<file path="src/aeru_params.svh">
`ifndef AERU_PARAMS_SVH
`define AERU_PARAMS_SVH

// Byte offsets of the capability words in configuration space.
`define AERU_CAP_ID_OFS 12'h100
`define AERU_NEXT_VER_OFS 12'h102
`define AERU_FLAGS_OFS 12'h104
`define AERU_GATE_OFS 12'h108

// Fixed header values and register reset values.
`define AERU_CAP_ID_VAL 16'h0001
`define AERU_NEXT_VER_VAL 16'h0000
`define AERU_FLAGS_RST 32'h0000_0000
`define AERU_GATE_RST 32'h0000_0000

// Bit positions of the error fields in the flag and gate registers.
`define AERU_BIT_UNSUP_REQ 20
`define AERU_BIT_E2E_CRC 19
`define AERU_BIT_MALFORMED 18
`define AERU_BIT_RX_OVERFLOW 17
`define AERU_BIT_UNEXP_CPL 16
`define AERU_BIT_COMPLETER_ABORT_FLAG 15
`define AERU_BIT_COMPLETION_TIMEOUT_FLAG 14
`define AERU_BIT_FC_PROTOCOL 13
`define AERU_BIT_POISONED 12
`define AERU_BIT_LINK_DOWN 5
`define AERU_BIT_LINK_PROTOCOL 4

// Bits that hold state; every other bit reads as zero.
`define AERU_IMPL_MASK 32'h001F_F030

`endif

</file>
<file path="src/aeru_pkg.sv">
package aeru_pkg;

	// One configuration dword.
	typedef logic [31:0] aeru_word_type;

	// Which register a configuration access selects.
	typedef enum logic [1:0] {
		AERU_SEL_HEADER,
		AERU_SEL_FLAGS,
		AERU_SEL_GATE,
		AERU_SEL_NONE
	} aeru_sel_type;

endpackage : aeru_pkg

</file>
<file path="src/aeru_uncorrectable_regs.sv">
`timescale 1ns/1ps
`include "aeru_params.svh"

// Notes on behaviour
// - Word 100h reads fixed capability code 0001h.
// - Word 102h reads 0000h, end of list.
// - Version nibble conflict resolved by a parameter.
// - Flag bits clear only on written ones.
// - Reserved flag and gate bits read zero.
// - Bit 0 is read only, value undefined.
// - Unsupported request completion sets flag bit 20.
// - End-to-end CRC failure sets flag bit 19.
// - Malformed packet sets flag bit 18.
// - Credit overrun sets flag bit 17.
// - Unmatched completion sets flag bit 16.
// - Completer abort completion sets flag bit 15.
// - Completion timeout sets flag bit 14.
// - Any flow control violation sets bit 13.
// - Poisoning an outgoing packet sets bit 12.
// - Surprise link down sets flag bit 5.
// - Link layer protocol error sets bit 4.
// - Gated errors still flag, never log or message.
// - Gate bits 20..14: one masks, zero passes.
// - Flag and gate registers reset to zero.
// - Gate bits 13, 12, 5, 4 act alike.

module aeru_uncorrectable_regs
	import aeru_pkg::*;
#(
	parameter logic [3:0] CAP_VERSION = 4'h0
)
(
	input wire logic clock,
	input wire logic resetn,
	input wire logic cfg_rd,
	input wire logic cfg_wr,
	input wire logic [11:0] cfg_addr,
	input wire logic [3:0] cfg_be,
	input wire logic [31:0] cfg_wdata,
	output logic [31:0] cfg_rdata,
	output logic cfg_rd_done,
	output logic cfg_wr_done,
	input wire logic unsupported_request_flag_event,
	input wire logic end_to_end_crc_flag_event,
	input wire logic malformed_packet_flag_event,
	input wire logic receive_overflow_flag_event,
	input wire logic unexpected_completion_flag_event,
	input wire logic completer_abort_flag_event,
	input wire logic completion_timeout_flag_event,
	input wire logic flow_control_protocol_flag_event,
	input wire logic poisoned_packet_flag_event,
	input wire logic surprise_link_down_flag_event,
	input wire logic link_protocol_flag_event,
	output logic [31:0] error_log_vector,
	output logic error_message_req
);

	// The version nibble only ever lives in the low four bits of word 102h.
	if (CAP_VERSION > 4'hF)
	begin : g_bad_version
		$error("CAP_VERSION does not fit in four bits.");
	end

	// Picks a register from a byte address; the low two bits are ignored
	// because configuration accesses are dword aligned with byte enables.
	function automatic aeru_sel_type aeru_decode(input logic [11:0] addr);
		aeru_sel_type sel;
		sel = AERU_SEL_NONE;
		if (addr[11:2] == `AERU_CAP_ID_OFS >> 2)
			sel = AERU_SEL_HEADER;
		else if (addr[11:2] == `AERU_FLAGS_OFS >> 2)
			sel = AERU_SEL_FLAGS;
		else if (addr[11:2] == `AERU_GATE_OFS >> 2)
			sel = AERU_SEL_GATE;
		return sel;
	endfunction : aeru_decode

	aeru_sel_type rd_sel;
	aeru_sel_type wr_sel;
	aeru_word_type events;
	aeru_word_type flags;
	aeru_word_type gate;
	aeru_word_type clear_vec;
	aeru_word_type header_word;
	aeru_word_type cfg_rdata_d;
	logic [31:0] cfg_rdata_q;
	logic cfg_rd_done_q;
	logic cfg_wr_done_q;

	assign rd_sel = aeru_decode(cfg_addr);
	assign wr_sel = aeru_decode(cfg_addr);

	// Error detectors sit on the same clock, so their pulses are used as is.
	always_comb
	begin
		events = 32'h0000_0000;
		events[`AERU_BIT_UNSUP_REQ] = unsupported_request_flag_event;
		events[`AERU_BIT_E2E_CRC] = end_to_end_crc_flag_event;
		events[`AERU_BIT_MALFORMED] = malformed_packet_flag_event;
		events[`AERU_BIT_RX_OVERFLOW] = receive_overflow_flag_event;
		events[`AERU_BIT_UNEXP_CPL] = unexpected_completion_flag_event;
		events[`AERU_BIT_COMPLETER_ABORT_FLAG] = completer_abort_flag_event;
		events[`AERU_BIT_COMPLETION_TIMEOUT_FLAG] = completion_timeout_flag_event;
		events[`AERU_BIT_FC_PROTOCOL] = flow_control_protocol_flag_event;
		events[`AERU_BIT_POISONED] = poisoned_packet_flag_event;
		events[`AERU_BIT_LINK_DOWN] = surprise_link_down_flag_event;
		events[`AERU_BIT_LINK_PROTOCOL] = link_protocol_flag_event;
	end

	// A written one clears, but only in byte lanes that are enabled.
	always_comb
	begin
		clear_vec = 32'h0000_0000;
		if (cfg_wr && wr_sel == AERU_SEL_FLAGS)
		begin
			for (int b = 0; b < 4; b++)
			begin
				if (cfg_be[b])
					clear_vec[8*b +: 8] = cfg_wdata[8*b +: 8];
			end
		end
	end

	// Flags are set regardless of the gate, so masked errors stay visible.
	aeru_flag_bank #(
		.WIDTH(32),
		.IMPL(`AERU_IMPL_MASK)
	) u_flags (
		.clock(clock),
		.resetn(resetn),
		.set_vec(events),
		.clr_vec(clear_vec),
		.flags_q(flags)
	);

	// The gate register decides what is logged and messaged upstream.
	aeru_gate_bank #(
		.IMPL(`AERU_IMPL_MASK)
	) u_gate (
		.clock(clock),
		.resetn(resetn),
		.wr_en(cfg_wr && wr_sel == AERU_SEL_GATE),
		.wr_be(cfg_be),
		.wr_data(cfg_wdata),
		.events(events),
		.gate_q(gate),
		.report_q(error_log_vector),
		.message_q(error_message_req)
	);

	// The header dword is constant: the capability code below, and the end of
	// list marker with the version nibble above. Writes to it are ignored.
	assign header_word = {`AERU_NEXT_VER_VAL | {12'h000, CAP_VERSION},
		`AERU_CAP_ID_VAL};

	// Read data mux; an unmapped address reads zero. Flag and gate bit 0 is driven
	// zero here although software may not rely on its value.
	always_comb
	begin
		case (rd_sel)
			AERU_SEL_HEADER: cfg_rdata_d = header_word;
			AERU_SEL_FLAGS: cfg_rdata_d = flags & `AERU_IMPL_MASK;
			AERU_SEL_GATE: cfg_rdata_d = gate & `AERU_IMPL_MASK;
			AERU_SEL_NONE: cfg_rdata_d = 32'h0000_0000;
			default: cfg_rdata_d = 32'h0000_0000;
		endcase
	end

	// Read data is registered, so it shows the flags as they stood in the
	// cycle of the request, before any event of that same cycle lands.
	always_ff @(posedge clock or negedge resetn)
	begin
		if (!resetn)
			cfg_rdata_q <= 32'h0000_0000;
		else if (cfg_rd)
			cfg_rdata_q <= cfg_rdata_d;
	end

	// Completion strobes for the configuration port, one cycle after a request.
	always_ff @(posedge clock or negedge resetn)
	begin
		if (!resetn)
		begin
			cfg_rd_done_q <= 1'b0;
			cfg_wr_done_q <= 1'b0;
		end
		else
		begin
			cfg_rd_done_q <= cfg_rd;
			cfg_wr_done_q <= cfg_wr;
		end
	end

	assign cfg_rdata = cfg_rdata_q;
	assign cfg_rd_done = cfg_rd_done_q;
	assign cfg_wr_done = cfg_wr_done_q;
endmodule : aeru_uncorrectable_regs

</file>
<file path="src/aeru_flag_bank.sv">
`timescale 1ns/1ps
`include "aeru_params.svh"

module aeru_flag_bank
	import aeru_pkg::*;
#(
	parameter int WIDTH = 32,
	parameter logic [31:0] IMPL = `AERU_IMPL_MASK
)
(
	input wire logic clock,
	input wire logic resetn,
	input wire logic [WIDTH-1:0] set_vec,
	input wire logic [WIDTH-1:0] clr_vec,
	output logic [WIDTH-1:0] flags_q
);

	// The bank only serves one configuration dword.
	if (WIDTH != 32)
	begin : g_bad_width
		$error("aeru_flag_bank supports WIDTH of 32 only.");
	end

	// Each implemented bit is a sticky flag; the set term is tested before the clear so
	// that an error arriving with a clear of the same bit is never lost.
	for (genvar i = 0; i < WIDTH; i++)
	begin : g_bit
		if (IMPL[i])
		begin : g_impl
			always_ff @(posedge clock or negedge resetn)
			begin
				if (!resetn)
					flags_q[i] <= 1'b0;
				else if (set_vec[i])
					flags_q[i] <= 1'b1;
				else if (clr_vec[i])
					flags_q[i] <= 1'b0;
			end
		end
		else
		begin : g_rsvd
			assign flags_q[i] = 1'b0;
		end
	end

endmodule : aeru_flag_bank

</file>
<file path="src/aeru_gate_bank.sv">
`timescale 1ns/1ps
`include "aeru_params.svh"

module aeru_gate_bank
	import aeru_pkg::*;
#(
	parameter logic [31:0] IMPL = `AERU_IMPL_MASK
)
(
	input wire logic clock,
	input wire logic resetn,
	input wire logic wr_en,
	input wire logic [3:0] wr_be,
	input wire aeru_word_type wr_data,
	input wire aeru_word_type events,
	output aeru_word_type gate_q,
	output aeru_word_type report_q,
	output logic message_q
);

	// Reset value held as a word so that each lane takes its own byte of it.
	localparam aeru_word_type GATE_RST = `AERU_GATE_RST;

	// Gate bits are written per byte lane; reserved positions never store.
	for (genvar b = 0; b < 4; b++)
	begin : g_lane
		always_ff @(posedge clock or negedge resetn)
		begin
			if (!resetn)
				gate_q[8*b +: 8] <= GATE_RST[8*b +: 8];
			else if (wr_en && wr_be[b])
				gate_q[8*b +: 8] <= wr_data[8*b +: 8] & IMPL[8*b +: 8];
		end
	end

	// Only unmasked errors reach the log and the upstream message request.
	always_ff @(posedge clock or negedge resetn)
	begin
		if (!resetn)
		begin
			report_q <= 32'h0000_0000;
			message_q <= 1'b0;
		end
		else
		begin
			report_q <= events & ~gate_q & IMPL;
			message_q <= |(events & ~gate_q & IMPL);
		end
	end

endmodule : aeru_gate_bank

</file>
<file path="config.mk">
export PLATFORM = sky130hd
export DESIGN_NAME = aeru_uncorrectable_regs
export DESIGN_NICKNAME = d
export VERILOG_FILES = /design/src/aeru_pkg.sv /design/src/aeru_uncorrectable_regs.sv /design/src/aeru_flag_bank.sv /design/src/aeru_gate_bank.sv
export VERILOG_INCLUDE_DIRS = /design/src
export SDC_FILE = /design/constraint.sdc
export NUM_CORES = 1
export LEC_CHECK = 0
export BUFFER_PORTS_ARGS = -buffer_cell sky130_fd_sc_hd__clkbuf_2
export CAP_MARGIN = 5
export CORE_MARGIN = 2
export CORE_UTILIZATION = 40
export DETAILED_ROUTE_END_ITERATION = 6
export GPL_TIMING_DRIVEN = 1
export PLACE_DENSITY = 0.83
export SETUP_SLACK_MARGIN = 0.1
export SYNTH_ARGS = -nofsm -noshare
export SYNTH_HDL_FRONTEND = slang
export SYNTH_SLANG_ARGS = --single-unit
export TNS_END_PERCENT = 1
</file>
<file path="constraint.sdc">
create_clock -name clock -period 0.9 [get_ports clock]
set_input_delay 0.045 -clock clock [delete_from_list [all_inputs] [get_ports clock]]
set_output_delay 0.045 -clock clock [all_outputs]
set_load 0.01 [all_outputs]
</file>
## Yosys cells after proc, flatten, opt, wreduce, memory -nomap -nowiden

Cells that the tools add are included.

- Register bits: 68
- Logic and storage cells: 75
- Output and inout bits: 67
- Input port bits: 63

- Eq/ne operators: 6
- Multiplexer cells: 30
- Reductions and logical operators: 18
- Bitwise logic cells: 2

Operators by type and width:

| cell | number |
|---|---|
| $pmux W32 S4 | 1 |
| $eq A10 B7 Y1 const B | 3 |
| $mux W1 | 23 |
| $reduce_bool A2 Y1 | 11 |
| $and A21 B21 Y21 | 1 |
| $mux W21 | 1 |
| $not A21 Y21 | 1 |
| $mux W8 | 2 |
| $reduce_or A11 Y1 | 1 |
| $logic_and A1 B1 Y1 | 5 |
| $mux W5 | 1 |
| $eq A2 B2 Y1 const B | 2 |
| $mux W2 | 2 |
| $eq A2 B1 Y1 const B | 1 |
| $logic_not A2 Y1 | 1 |

## Depth between registers and ports, before layout

- Word-level depth: 9
- Mapped depth: 4
- Gate-level depth less buffers: 3

## Cells and area by module

A second synthesis with hierarchy kept.

- Cells, all modules: 302
- Area, all modules: 2,869.0 um^2

By module, submodules not included:

| module | sequential area each (um^2) | cells an instance | times used | area each (um^2) |
|---|---|---|---|---|
| aeru_uncorrectable_regs | 350.3 | 152 | 1 | 1,174.9 |
| aeru_gate_bank | 575.6 | 95 | 1 | 1,133.6 |
| aeru_flag_bank | 275.3 | 55 | 1 | 560.5 |

## Least setup slack after synthesis

Ideal clock, no wire load.

- Kind: input -> register
- Start: in cfg_addr[5]
- End: reg u_gate.gate_q[16]
- Data arrival time: 1.084 ns
- Library setup time: 0.125 ns
- Data required time: 0.775 ns
- Stages: 3
- Buffers on the path: 0
- Path slack: -0.308 ns
- Cells stage by stage: nor4_4 > nand4_1 > mux2_2

- Cells in the longest elaborated chain, start to end: 7
- Elaborated cells between the ends (all ways): 9
- Classes of those cells: 4 x eq/ne; 3 x mux; 2 x reduce/logical

RTL lines:

| item | line | RTL |
|---|---|---|
| start, declared | aeru_uncorrectable_regs.sv:37 | `input wire logic [11:0] cfg_addr,` |
| $eq A10 B7 Y1 | aeru_uncorrectable_regs.sv:73 | `` else if (addr[11:2] == `AERU_GATE_OFS >> 2) `` |
| $mux W1 | aeru_uncorrectable_regs.sv:73 |  |
| $mux W2 | aeru_uncorrectable_regs.sv:71 | `` else if (addr[11:2] == `AERU_FLAGS_OFS >> 2) `` |
| $mux W2 * | aeru_uncorrectable_regs.sv:69 | `` if (addr[11:2] == `AERU_CAP_ID_OFS >> 2) `` |
| $eq A2 B2 Y1 * | aeru_uncorrectable_regs.sv:142 | `.wr_en(cfg_wr && wr_sel == AERU_SEL_GATE),` |
| $logic_and A1 B1 Y1 * | aeru_uncorrectable_regs.sv:142 |  |
| $logic_and A1 B1 Y1 * | aeru_gate_bank.sv:31 | `else if (wr_en && wr_be[b])` |
| end signal, assigned by index | aeru_gate_bank.sv:30 | `gate_q[8*b +: 8] <= GATE_RST[8*b +: 8];` |
| end signal, assigned by index | aeru_gate_bank.sv:32 | `gate_q[8*b +: 8] <= wr_data[8*b +: 8] & IMPL[8*b +: 8];` |
| end, declared | aeru_gate_bank.sv:16 | `output aeru_word_type gate_q,` |

Mark *: on every way between the ends. The rest lies on a longest branch, timed or not.
A chain may end at the register's enable or synchronous reset.

==> impl_metrics.csv <==
group,metric,value,unit
yosys,synthMuxAreaShare,5.17,%
floorplan,die-area,0.00663,sq mm
timing,post-route-period-util,112,%
yosys,ys_types,21,
pwr,leakage,1.65,nW
floorplan,rows,28,
global_routing,gr-usage-met1,24.0,%
global_routing,grt-ovfl-total,0,
yosys,synth_top_area_share,50.1,%
yosys,synth_area,0.00240,sq mm
placed_design,postPlaceCellArea,0.00287,sq mm
timing,setup_viol,18,
floorplan,io_pins,130,
status,violations,"negative setup slack",
layout,multi_input_area,0.00102,sq mm
yosys,synthCells,219,
pwr,total_power,0.00437,W
timing,rsz0062_at_grt,"true",
hold_path,hp-class,"in2reg",
global_routing,use_met3,4.56,%
job,maxCapViolCount,0,
timing,hold_slack,0.00932,ns
pwr,seqPwrFrac,50.3,%
route,antenna_left,0,
global_routing,grt_max_degree,49,
setup_path,worstSetupStartpoint,"u_gate.gate_q[13]",
yosys,yosys.area_share.simple,25.6,%
layout,register_area,0.00120,sq mm
yosys,synth_seq_cells,48,
placed_design,io_buffer_count,64,
placed_design,gp_congestion,0.809,
yosys,synth_adder_area_share,0,%
hold_path,worstHoldStart,"cfg_wdata[13]",
yosys,synth.area.top_cells,"dfrtp_1 50%, buf_4 13%, nand4_1 6.5%, and4b_1 5.8%, mux2_2 5.2%",
yosys,synth_warnings,0,
pwr,clkPwrFrac,35.9,%
placed_design,dpl.hpwl,4.21,mm
timing,setup_slack,-0.111,ns
route,drtIter0Drc,123,
setup_path,r2r_setup_slack,-0.11,ns
pwr,ir_worst_vdd,1.15,mV
clocking,cts-root-buf,"clkbuf_8",
yosys,syn_area_per_cell,10.9,sq um
yosys,netlist_top_cells_count,"48 x dfrtp_1, 41 x buf_4, 25 x nand4_1, 21 x nand3_1, 14 x and4b_1",
global_routing,grt_pass1_vias,1894,
setup_path,cp.required,1.10,ns
global_routing,busiest_layer,"met2",
clocking,clockBufferDepth,2,
setup_path,criticalPathCategory,"reg2reg",
layout,final_area,0.00327,sq mm
yosys,yosys.area.top_type,"dfrtp_1",
pwr,switching_power,0.00109,W
setup_path,regToRegStartpoint,"u_gate.gate_q[13]",
layout,n_fill_cell,527,
floorplan,die_h,81.4,microns
yosys,synthFlopType,"dfrtp_1",
setup_path,end_kind,"flop",
layout,diodes,0,
layout,final_nets,398,
clocking,insertion_delay,0.31,ns
global_routing,met2_usage,29.1,%
floorplan,chipWidth,81.4,microns
floorplan,core_area,0.00585,sq mm
layout,area_growth,36.6,%
timing,fmax,0.989,GHz
yosys,synth-xor-area-share,0,%
pwr,power_frac_comb,13.7,%
yosys,synth_seq_area_share,50.1,%
yosys,async_reset_ff_share,100,%
timing,slew_viol_final,0,
status,outcome,"complete, but fails checks",
pwr,netSwitchingFraction,24.9,%
hold_path,hold-path-cell-count,2,
clocking,path_clk_slew,0.09,ns
setup_path,cp-start-kind,"flop",
route,via_per_inst,4.97,
yosys,synth_top_family_by_area,"simple AND/OR/NAND/NOR gates",
pwr,p_int,0.00328,W
timing,finalClockSkew,0.00706,ns
route,vias,2042,
floorplan,start_util,41.0,%
setup_path,crit_end,"u_gate.gate_q[13]",
layout,final_util,55.9,%
setup_path,crit_arrival,1.21,ns
setup_path,cp_max_fo,2,
route,firstDrtPassIters,4,
clocking,cts_num_sinks,48,
timing,hold_viol_final,0,
pwr,p_per_area,1330,mW/mm^2
clocking,cts_tree,"built",
layout,drive_gt1_share,38.4,%
clocking,htreeDepth,2,
clocking,numCtsBuffers,5,
timing,finalCriticalPeriod,1.01,ns
yosys,yosysMostFrequentCell,"dfrtp_1",
setup_path,reg2regPathDepth,3,
global_routing,antenna_found_initial,0,
route,wl_per_cell,14.2,microns
route,wl,5.83,mm
global_routing,track_usage,18.3,%
setup_path,r2r_end,"u_gate.gate_q[13]",
yosys,synth-edff-count,0,
yosys,synth_compound_area_share,4.23,%
global_routing,grt_pass1_wl,9.13,mm
route,drc_errors,0,
worst max-delay path, stage by stage (launching register included):
cell and delay (ns):
dfrtp_1 0.39, buf_4 0.13, buf_4 0.13, mux2_4 0.26
power groups by stage:
| stage | clock network [W] | logic, W | registers [W] |
|---|---|---|---|
| floorplan | 0 | 0.000323 | 0.00226 |
| global placement | 0 | 0.000499 | 0.00224 |
| detailed placement | 0 | 0.000506 | 0.00224 |
| CTS | 0.00158 | 0.000570 | 0.00220 |
| global route | 0.00166 | 0.000659 | 0.00220 |
| finish | 0.00157 | 0.000599 | 0.00220 |
how the worst min path moves through the flow:
stage	end	slack, ns
global route	u_gate.gate_q[19]	0.004
floorplan	cfg_rd_done	-0.25
global placement	u_gate.report_q[16]	0.05
detailed placement	u_gate.report_q[16]	0.05
CTS	u_flags.flags_q[18]	-0.08
finish	u_gate.gate_q[13]	0.009
state kept, by name, summed over array words and instances (netlist names):
| signal | cells |
|---|---|
| u_gate.report_q | 11 |
| u_flags.flags_q | 11 |
| cfg_rdata | 12 |
| cfg_rd_done | 1 |
| cfg_wr_done | 1 |
| u_gate.message_q | 1 |
| u_gate.gate_q | 11 |
what timing repair did:
item | in CTS | in global routing
hold endpoints to repair | 67 | 1
hold buffers | 17 | 1
endpoints found under the setup margin | 60 | 61
resized for setup | 4 | 26
pin swaps | 40 | 12
buffers inserted | 3 | 3
stage by stage:
| step | setup slack, ns | TNS (ns) | std cells |
|---|---|---|---|
| 6_report | -0.111 | -0.865 | 411 |
| 3_5_place_dp | -0.535 | -13.17 | 379 |
| 4_1_cts | -0.121 | -0.830 | 407 |
| 3_3_place_gp | -0.450 | -11.24 | 379 |
| 2_1_floorplan | -0.306 | -6.86 | 259 |
| 5_1_grt | -0.170 | -2.24 | 411 |
cell families (layout without fill, tap and decap cells):
| logic type | after synthesis | after routing |
|---|---|---|
| DFF | 48 | 48 |
| AOI/OAI and AO/OA | 13 | 13 |
| muxes | 11 | 11 |
| buffers and inverters | 53 | 130 |
| other | 1 | 41 |
| and+or+nand+nor | 93 | 93 |
area by class of cell:
cell class,instances,area share (%)
tap,75,2.87
inverter,1,0.115
clock buffer,6,2.22
multi-input combinational,158,31.2
timing repair buffer,121,25.8
clock inverter,2,1.07
sequential,48,36.7
metal layers:
metal	part of all wire [%]	vias to the layer above
met5	0	-
met4	1.8	0
met3	7.6	12
met2	49	89
met1	42	999
li1	-	942
cell usage in the layout, fill, tap and decap left out, types with 2 or more instances in the layout:
cell / instances
buf_4: 34
nor4_2: 2
buf_2: 12
nand4_1: 25
dfrtp_1: 48
nand2_1: 11
nor2b_1: 11
and4b_1: 14
nand3_1: 20
dlygate4sd3_1: 18
clkbuf_8: 5
buf_6: 6
conb_1: 41
clkbuf_2: 49
a21o_1: 11
and2_1: 3
mux2_2: 10
(Power assumes the default switching activity.)
